[src/logic/gain_offset_pkg.sv]
// How it works
// - Gain code applies only while gain enable set.
// - Gain equals code times 0.2 dB.
// - Offset subtracted only while offset enable set.
// - Offset is two's complement, 14-bit LSB weight.
// - Conv2_even_gain_offset conv2 even, 11h conv3 odd.
// - Conv3_even_gain_offset conv3 even, 13h conv4 odd.
package gain_offset_pkg;

  localparam int ADDR_W   = 8;
  localparam int DATA_W   = 32;
  localparam int REG_W    = 16;
  localparam int SAMPLE_W = 14;
  localparam int SLOT_W   = 2;
  localparam int GAIN_W   = 14;
  localparam int OFFSET_W = 10;
  localparam int CODE_W   = 5;
  localparam int GAIN_FRAC = 12;
  localparam int COUNT_W  = 16;

  // Printed offsets are register indices; the byte address is four times.
  localparam logic [7:0] CTRL3_IDX  = 8'h03;
  localparam logic [7:0] STATUS_IDX = 8'h20;
  localparam logic [7:0] CORR_IDX [0:3] = '{8'h10, 8'h11, 8'h12, 8'h13};

  // Stream slot numbers, one per correction register in the order above.
  localparam logic [1:0] SLOT_CONV2_EVEN = 2'h0;
  localparam logic [1:0] SLOT_CONV3_ODD  = 2'h1;
  localparam logic [1:0] SLOT_CONV3_EVEN = 2'h2;
  localparam logic [1:0] SLOT_CONV4_ODD  = 2'h3;

  // Field positions.
  localparam int GAIN_EN_BIT   = 12;
  localparam int OFFSET_EN_BIT = 8;
  localparam int GAIN_MSB      = 15;
  localparam int GAIN_LSB      = 11;
  localparam int RESERVED_BIT  = 10;
  localparam int OFFSET_MSB    = 9;
  localparam int OFFSET_LSB    = 0;
  localparam int SAT_BIT       = 0;
  localparam int COUNT_LSB     = 16;

  localparam logic [REG_W-1:0] CORR_RESET = 16'h0000;
  localparam logic [1:0] RESP_OKAY   = 2'h0;
  localparam logic [1:0] RESP_SLVERR = 2'h2;

  // Linear gain 10^(0.2*N/20) with GAIN_FRAC fraction bits, N = 0..31.
  localparam logic [GAIN_W-1:0] GAIN_TABLE [0:31] = '{
    14'h1000, 14'h105F, 14'h10C1, 14'h1125, 14'h118B, 14'h11F4,
    14'h125F, 14'h12CC, 14'h133C, 14'h13AF, 14'h1425, 14'h149D,
    14'h1518, 14'h1595, 14'h1616, 14'h169A, 14'h1720, 14'h17AA,
    14'h1838, 14'h18C8, 14'h195C, 14'h19F3, 14'h1A8E, 14'h1B2C,
    14'h1BCE, 14'h1C74, 14'h1D1D, 14'h1DCC, 14'h1E7D, 14'h1F33,
    14'h1FED, 14'h20AB};
  localparam logic [GAIN_W-1:0] GAIN_UNITY = 14'h1000;

  function automatic logic [ADDR_W-1:0] idx_to_addr(logic [7:0] idx);
    return {idx[5:0], 2'b00};
  endfunction

endpackage

[src/logic/sample_stream_if.sv]
`timescale 1ns/1ns
interface sample_stream_if #(parameter int W = 16);
  logic         valid;
  logic         ready;
  logic [W-1:0] data;
  modport src (output valid, output data, input ready);
  modport snk (input valid, input data, output ready);
endinterface

[src/logic/gain_offset_correction.sv]
// The implementer's own choice: the AXI4-Lite register port.
`timescale 1ns/1ns
module gain_offset_correction
  import gain_offset_pkg::*;
(
  // Clock and reset
  input  wire logic                aclk,
  input  wire logic                aresetn,
  // AXI4-Lite write address
  input  wire logic [ADDR_W-1:0]   s_axi_awaddr,
  input  wire logic                s_axi_awvalid,
  output logic                     s_axi_awready,
  // AXI4-Lite write data
  input  wire logic [DATA_W-1:0]   s_axi_wdata,
  input  wire logic [3:0]          s_axi_wstrb,
  input  wire logic                s_axi_wvalid,
  output logic                     s_axi_wready,
  // AXI4-Lite write response
  output logic [1:0]               s_axi_bresp,
  output logic                     s_axi_bvalid,
  input  wire logic                s_axi_bready,
  // AXI4-Lite read address
  input  wire logic [ADDR_W-1:0]   s_axi_araddr,
  input  wire logic                s_axi_arvalid,
  output logic                     s_axi_arready,
  // AXI4-Lite read data
  output logic [DATA_W-1:0]        s_axi_rdata,
  output logic [1:0]               s_axi_rresp,
  output logic                     s_axi_rvalid,
  input  wire logic                s_axi_rready,
  // Raw sample stream in
  input  wire logic                s_valid,
  output logic                     s_ready,
  input  wire logic [SAMPLE_W-1:0] s_sample,
  input  wire logic [SLOT_W-1:0]   s_slot,
  // Corrected sample stream out
  output logic                     m_valid,
  input  wire logic                m_ready,
  output logic [SAMPLE_W-1:0]      m_sample,
  output logic [SLOT_W-1:0]        m_slot
);

  localparam int BUF_W  = SAMPLE_W + SLOT_W;
  localparam int DIFF_W = SAMPLE_W + 1;
  localparam int PROD_W = DIFF_W + GAIN_W + 1;
  localparam logic [PROD_W-1:0] ROUND_HALF = 30'h0000_0800;

  // Register state.
  logic [REG_W-1:0]   corr [0:3];
  logic               gain_en;
  logic               offset_en;
  logic               sat_seen;
  logic [COUNT_W-1:0] sample_count;

  // Write channel state.
  logic [ADDR_W-1:0] aw_addr;
  logic [DATA_W-1:0] w_data;
  logic [3:0]        w_strb;

  // Address decode.
  logic [3:0] aw_corr_sel;
  logic [3:0] ar_corr_sel;
  for (genvar i = 0; i < 4; i++) begin : g_decode
    assign aw_corr_sel[i] = aw_addr == idx_to_addr(CORR_IDX[i]);
    assign ar_corr_sel[i] = s_axi_araddr == idx_to_addr(CORR_IDX[i]);
  end

  wire aw_is_ctrl   = aw_addr == idx_to_addr(CTRL3_IDX);
  wire aw_is_status = aw_addr == idx_to_addr(STATUS_IDX);
  wire aw_mapped    = aw_is_ctrl || aw_is_status || (|aw_corr_sel);
  wire ar_is_ctrl   = s_axi_araddr == idx_to_addr(CTRL3_IDX);
  wire ar_is_status = s_axi_araddr == idx_to_addr(STATUS_IDX);
  wire ar_mapped    = ar_is_ctrl || ar_is_status || (|ar_corr_sel);

  wire aw_fire   = s_axi_awvalid && s_axi_awready;
  wire w_fire    = s_axi_wvalid && s_axi_wready;
  wire wr_commit = !s_axi_awready && !s_axi_wready && !s_axi_bvalid;
  wire b_fire    = s_axi_bvalid && s_axi_bready;
  wire ar_fire   = s_axi_arvalid && s_axi_arready;
  wire r_fire    = s_axi_rvalid && s_axi_rready;

  // Byte lanes above the 16-bit register are ignored on write.
  wire [REG_W-1:0] lane_mask = {{8{w_strb[1]}}, {8{w_strb[0]}}};
  wire [REG_W-1:0] wr_bits   = w_data[REG_W-1:0] & lane_mask;

  wire [REG_W-1:0] ctrl_word = REG_W'({gain_en, 12'h000}) |
                               REG_W'({offset_en, 8'h00});
  wire [DATA_W-1:0] status_word = {sample_count, 15'h0000, sat_seen};

  logic [REG_W-1:0] corr_rd;
  always_comb begin
    corr_rd = '0;
    for (int i = 0; i < 4; i++) begin
      if (ar_corr_sel[i]) begin
        corr_rd = corr_rd | corr[i];
      end
    end
  end

  wire [DATA_W-1:0] rd_word = ar_is_ctrl   ? {16'h0000, ctrl_word} :
                              ar_is_status ? status_word :
                              {16'h0000, corr_rd};

  // Write handshake: address and data are taken in either order, the
  // register is updated once both are held, and the response is raised on the same edge.
  always_ff @(posedge aclk) begin
    if (!aresetn) begin
      s_axi_awready <= 1'b1;
      s_axi_wready  <= 1'b1;
      s_axi_bvalid  <= 1'b0;
      s_axi_bresp   <= RESP_OKAY;
    end else begin
      if (aw_fire) begin
        s_axi_awready <= 1'b0;
      end
      if (w_fire) begin
        s_axi_wready <= 1'b0;
      end
      if (wr_commit) begin
        s_axi_bvalid <= 1'b1;
        s_axi_bresp  <= aw_mapped ? RESP_OKAY : RESP_SLVERR;
      end
      if (b_fire) begin
        s_axi_bvalid  <= 1'b0;
        s_axi_awready <= 1'b1;
        s_axi_wready  <= 1'b1;
      end
    end
  end

  always_ff @(posedge aclk) begin
    if (aw_fire) begin
      aw_addr <= s_axi_awaddr;
    end
    if (w_fire) begin
      w_data <= s_axi_wdata;
      w_strb <= s_axi_wstrb;
    end
  end

  // Bit 10 is stored as written; software is expected to keep it zero.
  always_ff @(posedge aclk) begin
    if (!aresetn) begin
      for (int i = 0; i < 4; i++) begin
        corr[i] <= CORR_RESET;
      end
      gain_en   <= 1'b0;
      offset_en <= 1'b0;
    end else if (wr_commit) begin
      for (int i = 0; i < 4; i++) begin
        if (aw_corr_sel[i]) begin
          corr[i] <= (corr[i] & ~lane_mask) | wr_bits;
        end
      end
      if (aw_is_ctrl && w_strb[1]) begin
        gain_en   <= w_data[GAIN_EN_BIT];
        offset_en <= w_data[OFFSET_EN_BIT];
      end
    end
  end

  // Read handshake: one cycle from address to data.
  always_ff @(posedge aclk) begin
    if (!aresetn) begin
      s_axi_arready <= 1'b1;
      s_axi_rvalid  <= 1'b0;
      s_axi_rdata   <= 32'h0000_0000;
      s_axi_rresp   <= RESP_OKAY;
    end else if (ar_fire) begin
      s_axi_arready <= 1'b0;
      s_axi_rvalid  <= 1'b1;
      s_axi_rdata   <= ar_mapped ? rd_word : 32'h0000_0000;
      s_axi_rresp   <= ar_mapped ? RESP_OKAY : RESP_SLVERR;
    end else if (r_fire) begin
      s_axi_rvalid  <= 1'b0;
      s_axi_arready <= 1'b1;
    end
  end

  // Datapath, one combinational stage into the buffer.
  sample_stream_if #(.W(BUF_W)) in_link ();
  sample_stream_if #(.W(BUF_W)) out_link ();

  wire s_fire = s_valid && in_link.ready;

  wire [REG_W-1:0]    sel_reg   = corr[s_slot];
  wire [CODE_W-1:0]   gain_code = sel_reg[GAIN_MSB:GAIN_LSB];
  wire [OFFSET_W-1:0] offset    = sel_reg[OFFSET_MSB:OFFSET_LSB];

  wire [GAIN_W-1:0] gain_lin = gain_en ? GAIN_TABLE[gain_code]
                                       : GAIN_UNITY;
  wire signed [DIFF_W-1:0] offset_sx = offset_en
    ? {{(DIFF_W-OFFSET_W){offset[OFFSET_W-1]}}, offset}
    : '0;
  wire signed [DIFF_W-1:0] diff =
    DIFF_W'($signed({s_sample[SAMPLE_W-1], s_sample}) - offset_sx);
  wire signed [PROD_W-1:0] prod =
    PROD_W'(diff * $signed({1'b0, gain_lin}));
  wire [PROD_W-1:0] rounded = prod + ROUND_HALF;
  wire [PROD_W-GAIN_FRAC-1:0] scaled = rounded[PROD_W-1:GAIN_FRAC];

  // Out-of-range results clip to the sample's full scale.
  wire [PROD_W-GAIN_FRAC-SAMPLE_W:0] top_bits =
    scaled[PROD_W-GAIN_FRAC-1:SAMPLE_W-1];
  wire saturated = !((&top_bits) || !(|top_bits));
  wire [SAMPLE_W-1:0] clip_value = scaled[PROD_W-GAIN_FRAC-1]
                                   ? 14'h2000 : 14'h1FFF;
  wire [SAMPLE_W-1:0] corrected = saturated ? clip_value
                                            : scaled[SAMPLE_W-1:0];

  assign in_link.valid = s_valid;
  assign in_link.data  = {s_slot, corrected};
  assign out_link.ready = m_ready;

  sample_skid_buffer #(.W(BUF_W)) u_buffer (
    .aclk    (aclk),
    .aresetn (aresetn),
    .up      (in_link),
    .down    (out_link)
  );

  assign s_ready  = in_link.ready;
  assign m_valid  = out_link.valid;
  assign m_slot   = out_link.data[BUF_W-1:SAMPLE_W];
  assign m_sample = out_link.data[SAMPLE_W-1:0];

  // Status: sticky clip flag (write one to clear, a new clip wins) and
  // a free-running count of accepted samples.
  wire sat_clear = wr_commit && aw_is_status && w_strb[0] && w_data[SAT_BIT];

  always_ff @(posedge aclk) begin
    if (!aresetn) begin
      sat_seen     <= 1'b0;
      sample_count <= '0;
    end else begin
      if (s_fire && saturated) begin
        sat_seen <= 1'b1;
      end else if (sat_clear) begin
        sat_seen <= 1'b0;
      end
      if (s_fire) begin
        sample_count <= sample_count + 16'h0001;
      end
    end
  end
endmodule // gain_offset_correction

[src/logic/sample_skid_buffer.sv]
`timescale 1ns/1ns
// Two-entry buffer: an output register plus one skid register. Every
// output is a flip-flop, so the ready path is cut between the stages.
module sample_skid_buffer #(
  parameter int W = 16
) (
  // Clock and reset
  input  wire logic   aclk,
  input  wire logic   aresetn,
  // Streams
  sample_stream_if.snk up,
  sample_stream_if.src down
);

  logic         out_valid;
  logic [W-1:0] out_data;
  logic         skid_valid;
  logic [W-1:0] skid_data;
  logic         room;

  wire in_fire  = up.valid && room;
  wire out_take = out_valid && down.ready;

  wire next_out_valid = out_take ? (skid_valid || in_fire)
                                 : (out_valid || in_fire);
  wire next_skid_valid = out_take ? 1'b0
                                  : (skid_valid || (in_fire && out_valid));

  always_ff @(posedge aclk) begin
    if (!aresetn) begin
      out_valid  <= 1'b0;
      skid_valid <= 1'b0;
      room       <= 1'b0;
    end else begin
      out_valid  <= next_out_valid;
      skid_valid <= next_skid_valid;
      room       <= !next_skid_valid;
    end
  end

  always_ff @(posedge aclk) begin
    if (out_take) begin
      out_data <= skid_valid ? skid_data : up.data;
    end else if (in_fire && !out_valid) begin
      out_data <= up.data;
    end
    if (in_fire && out_valid && !out_take) begin
      skid_data <= up.data;
    end
  end

  assign up.ready   = room;
  assign down.valid = out_valid;
  assign down.data  = out_data;

endmodule // sample_skid_buffer

[config.mk]
export PLATFORM = sky130hd
export DESIGN_NAME = gain_offset_correction
export DESIGN_NICKNAME = d
export VERILOG_FILES = /design/src/logic/gain_offset_pkg.sv /design/src/logic/sample_stream_if.sv /design/src/logic/gain_offset_correction.sv /design/src/logic/sample_skid_buffer.sv
export SDC_FILE = /design/constraint.sdc
export NUM_CORES = 1
export LEC_CHECK = 0
export BUFFER_PORTS_ARGS = -buffer_cell sky130_fd_sc_hd__buf_2
export CELL_PAD_IN_SITES_DETAIL_PLACEMENT = 1
export CELL_PAD_IN_SITES_GLOBAL_PLACEMENT = 1
export CORE_MARGIN = 3
export CORE_UTILIZATION = 45
export CTS_BUF_LIST = sky130_fd_sc_hd__clkbuf_2 sky130_fd_sc_hd__clkbuf_4 sky130_fd_sc_hd__clkbuf_8
export CTS_CLUSTER_DIAMETER = 80
export DETAILED_ROUTE_END_ITERATION = 16
export PLACE_DENSITY = 0.86
export SYNTH_ARGS = -nofsm -noshare
export SYNTH_HDL_FRONTEND = slang
export SYNTH_SLANG_ARGS = --single-unit
export TNS_END_PERCENT = 5
[constraint.sdc]
create_clock -name aclk -period 12.4 [get_ports aclk]
set_input_delay 2.48 -clock aclk [delete_from_list [all_inputs] [get_ports aclk]]
set_output_delay 2.48 -clock aclk [all_outputs]
set_load 0.03 [all_outputs]
==> results.py <==
metrics = {
    "pwr": {
        "powerDensity_mw_per_mm2": 71.69,
        "cellLeakagePower_uw": 0.008902,
        "max-vdd-ir-drop_mv": 0.09426,
        "power_uw": 1414,
    },
    "critical_path": {
        "crit_arrival_ns": 12.29,
        "cpPeakStageDelay_ns": 0.56,
        "worstSetupStartpointType": "input port",
        "cp_max_fo": 8,
        "criticalPathCategory": "in2reg",
        "cp.required_ns": 12.66,
        "critPathMostFrequentCell": "fa_1",
        "worstSetupEndpointType": "flip-flop",
        "slowest_stage": "fa_1",
    },
    "synth": {
        "synth_area_leaders": "fa_1 22%, edfxtp_1 21%, ha_1 8.9%, dfxtp_1 6.9%, inv_1 5.5%",
        "ys.flop_type": "edfxtp_1",
        "synth.top_cell.area_share_pct": 22.48,
        "synth_area_per_cell_sq_um": 9.507,
        "syn-cell-area_sq_mm": 0.01781,
        "netlist_instances": 1873,
        "async_reset_ff_share_pct": 0,
        "synth_seq_area_share_pct": 27.43,
        "synth_cell_types": 71,
        "yosysWarnings": 0,
        "synth_edf_count": 122,
        "yosys.area.top_type": "fa_1",
        "ys_seq_elements": 183,
    },
    "run": {
        "max_cap_viol_count": 0,
    },
    "sta": {
        "clock_skew_ns": 0.01701,
        "hold_viol": 0,
        "slew_violations": 0,
        "setup_viol": 0,
        "min_period_over_period_pct": 97.05,
        "timing.final.crit_period_ns": 12.03,
        "tightest_slew_ns": 1.256,
        "clock.fmax_ghz": 0.08310,
        "maxSlewHeadroom_pct": 15.67,
    },
    "floorplanning": {
        "rows": 72,
        "die_h_um": 204.9,
        "die_area_sq_mm": 0.04199,
        "die_x_um": 204.9,
        "initial_core_util_pct": 45.86,
        "core_area_sq_mm": 0.03883,
        "io_pins": 136,
    },
    "final_layout": {
        "area_growth_pct": 10.74,
        "final_cell_mix": "262 x inv_1, 199 x fa_1, 195 x nand2_1",
        "nNetsFinal": 2396,
        "fillCellCount": 4457,
        "final_common_cell": "inv_1",
        "final_util_pct": 50.79,
        "stdcell_count": 2526,
        "drive_gt1_share_pct": 14.36,
        "stdcell_area_sq_mm": 0.01972,
    },
    "grt": {
        "grt_start_max_net_pins": 57,
        "grt_pass1_wl_um": 83350,
        "grt_overflow": 0,
        "track_usage_pct": 25.33,
        "antenna_found_initial": 2,
        "grt_pass1_vias": 16188,
    },
    "drt": {
        "drt_wl_total_um": 51760,
        "dr_wl_met2_um": 27070,
        "drt_first_pass_iters": 6,
        "met1_length_um": 19760,
        "routed.top_layer": "met4",
        "wl_per_cell_um": 20.49,
        "dr_wl_met3_um": 2908,
        "drc": 0,
        "drtIter0Drc": 970,
        "vias": 14262,
        "viasPerCell": 5.646,
        "ant_nets": 0,
    },
    "clocking": {
        "htreeDepth": 4,
        "cts.clk_slew.worst_paths_ns": 0.11,
        "cts_sinks": 183,
        "cts_tree": "yes",
        "clockBufferDepth": 2,
        "clk_latency_ns": 0.50,
        "clock-root-buffer": "clkbuf_8",
        "cts_inserted_buffers": 17,
    },
    "placement": {
        "hpwl_um": 40430,
        "globalplace.congestion": 0.8941,
        "placed_area_sq_mm": 0.01915,
        "port_buffers": 115,
        "dp_cells": 2486,
    },
    "status": {
        "status": "finished clean",
    },
    "min_path": {
        "hp-class": "reg2reg",
    },
}
-- metal layers --
metal | GRT usage, % | vias to the layer above
met1 | 29.32 | 7217
li1 | - | 6425
met3 | 4.100 | 142
met4 | 10.47 | 0
met5 | 0 | -
met2 | 46.45 | 478
-- flip-flops by register name, indices dropped and copies added, names as in the netlist, 2 cells and up --
signal and cells:
w_strb 2, u_buffer.skid_data 16, sample_count 16, aw_addr 8
corr 64, w_data 16, s_axi_rdata 32, u_buffer.down.data 16
-- repair_timing --
item	4_1_cts	5_1_grt
buffers inserted	0	4
gates resized for setup	0	18
endpoints found under the setup margin	0	27
hold buffers	0	0
-- Yosys cell counts (7+ instances only) --
master / n
dfxtp_1: 61
nor3_1: 12
mux2_2: 19
edfxtp_1: 122
xnor2_1: 37
clkbuf_1: 67
nand2b_1: 84
nor2b_1: 15
fa_1: 200
a22oi_1: 30
o21bai_1: 8
mux2i_1: 9
nand4_1: 7
nand3_1: 36
a21oi_1: 161
mux4_2: 14
or3_1: 11
and2_1: 33
o21ai_0: 47
a21o_1: 26
ha_1: 127
nor2_1: 146
o21ai_2: 12
a31oi_1: 7
nand2_1: 195
inv_1: 262
and3_1: 10
xor2_1: 25
-- worst paths after layout --
kind	slack (ns)	cells past startpoint	to	from
max reg2reg	2.10	40	u_buffer.down.data[9]$_DFFE_PP_	offset_en$_SDFFE_PN0P_
max	0.37	42	u_buffer.down.data[9]$_DFFE_PP_	s_slot[0]
min	0.46	2	s_axi_rdata[30]$_SDFFE_PN0P_	s_axi_rdata[30]$_SDFFE_PN0P_
min reg2reg	0.46	2	s_axi_rdata[30]$_SDFFE_PN0P_	s_axi_rdata[30]$_SDFFE_PN0P_
-- power breakdown --
| part | switching (uW) | total, uW | internal [uW] |
|---|---|---|---|
| clock network | 244 | 432 | 188 |
| registers | 16.5 | 690 | 673 |
| logic | 185 | 291 | 107 |
| total | 445 | 1410 | 968 |
-- cell type report --
cell class	instances	area [sq um]	area share, %
diodes	3	7.507	0.03807
clock inverters	15	182.7	0.9263
flip-flops and latches	183	4885	24.77
well taps	518	648.1	3.287
inverters	264	991.0	5.025
repair buffers	179	1056	5.355
multi-input cells	1347	11720	59.41
clock buffers	17	234.0	1.186
-- cells by family (layout without fill, tap and decap cells) --
kind of cell	after synthesis	after routing	share of synthesized area [%]
AND/OR/NAND/NOR	569	569	14.97
buffers and inverters	345	475	7.476
AO/OA/AOI/OAI	342	343	11.98
adder cells (fa/ha/maj)	327	327	31.41
flip-flops	183	183	27.43
XOR/XNOR	64	64	3.232
multiplexers	42	42	3.478
other	1	5	0.02106
-- critical path: cells and delay by family --
kind | cells | cell delay [ns]
AO/OA/AOI/OAI | 15 | 2.64
multiplexers | 2 | 0.61
buffers and inverters | 9 | 1.07
adder cells (fa/ha/maj) | 9 | 4.06
AND/OR/NAND/NOR | 6 | 1.25
XOR/XNOR | 1 | 0.15
-- stage by stage --
step	worst slack (ns)	TNS (ns)	hold slack (ns)
6_report	0.3661	0	0.4617
5_1_grt	-0.05460	-0.4968	0.4796
4_1_cts	0.2176	0	0.4625
3_5_place_dp	-0.3064	-4.196	0.4467
3_3_place_gp	-0.01796	-0.04788	0.4395
2_1_floorplan	0.1644	0	0.4530
(Power assumes the default switching activity.)
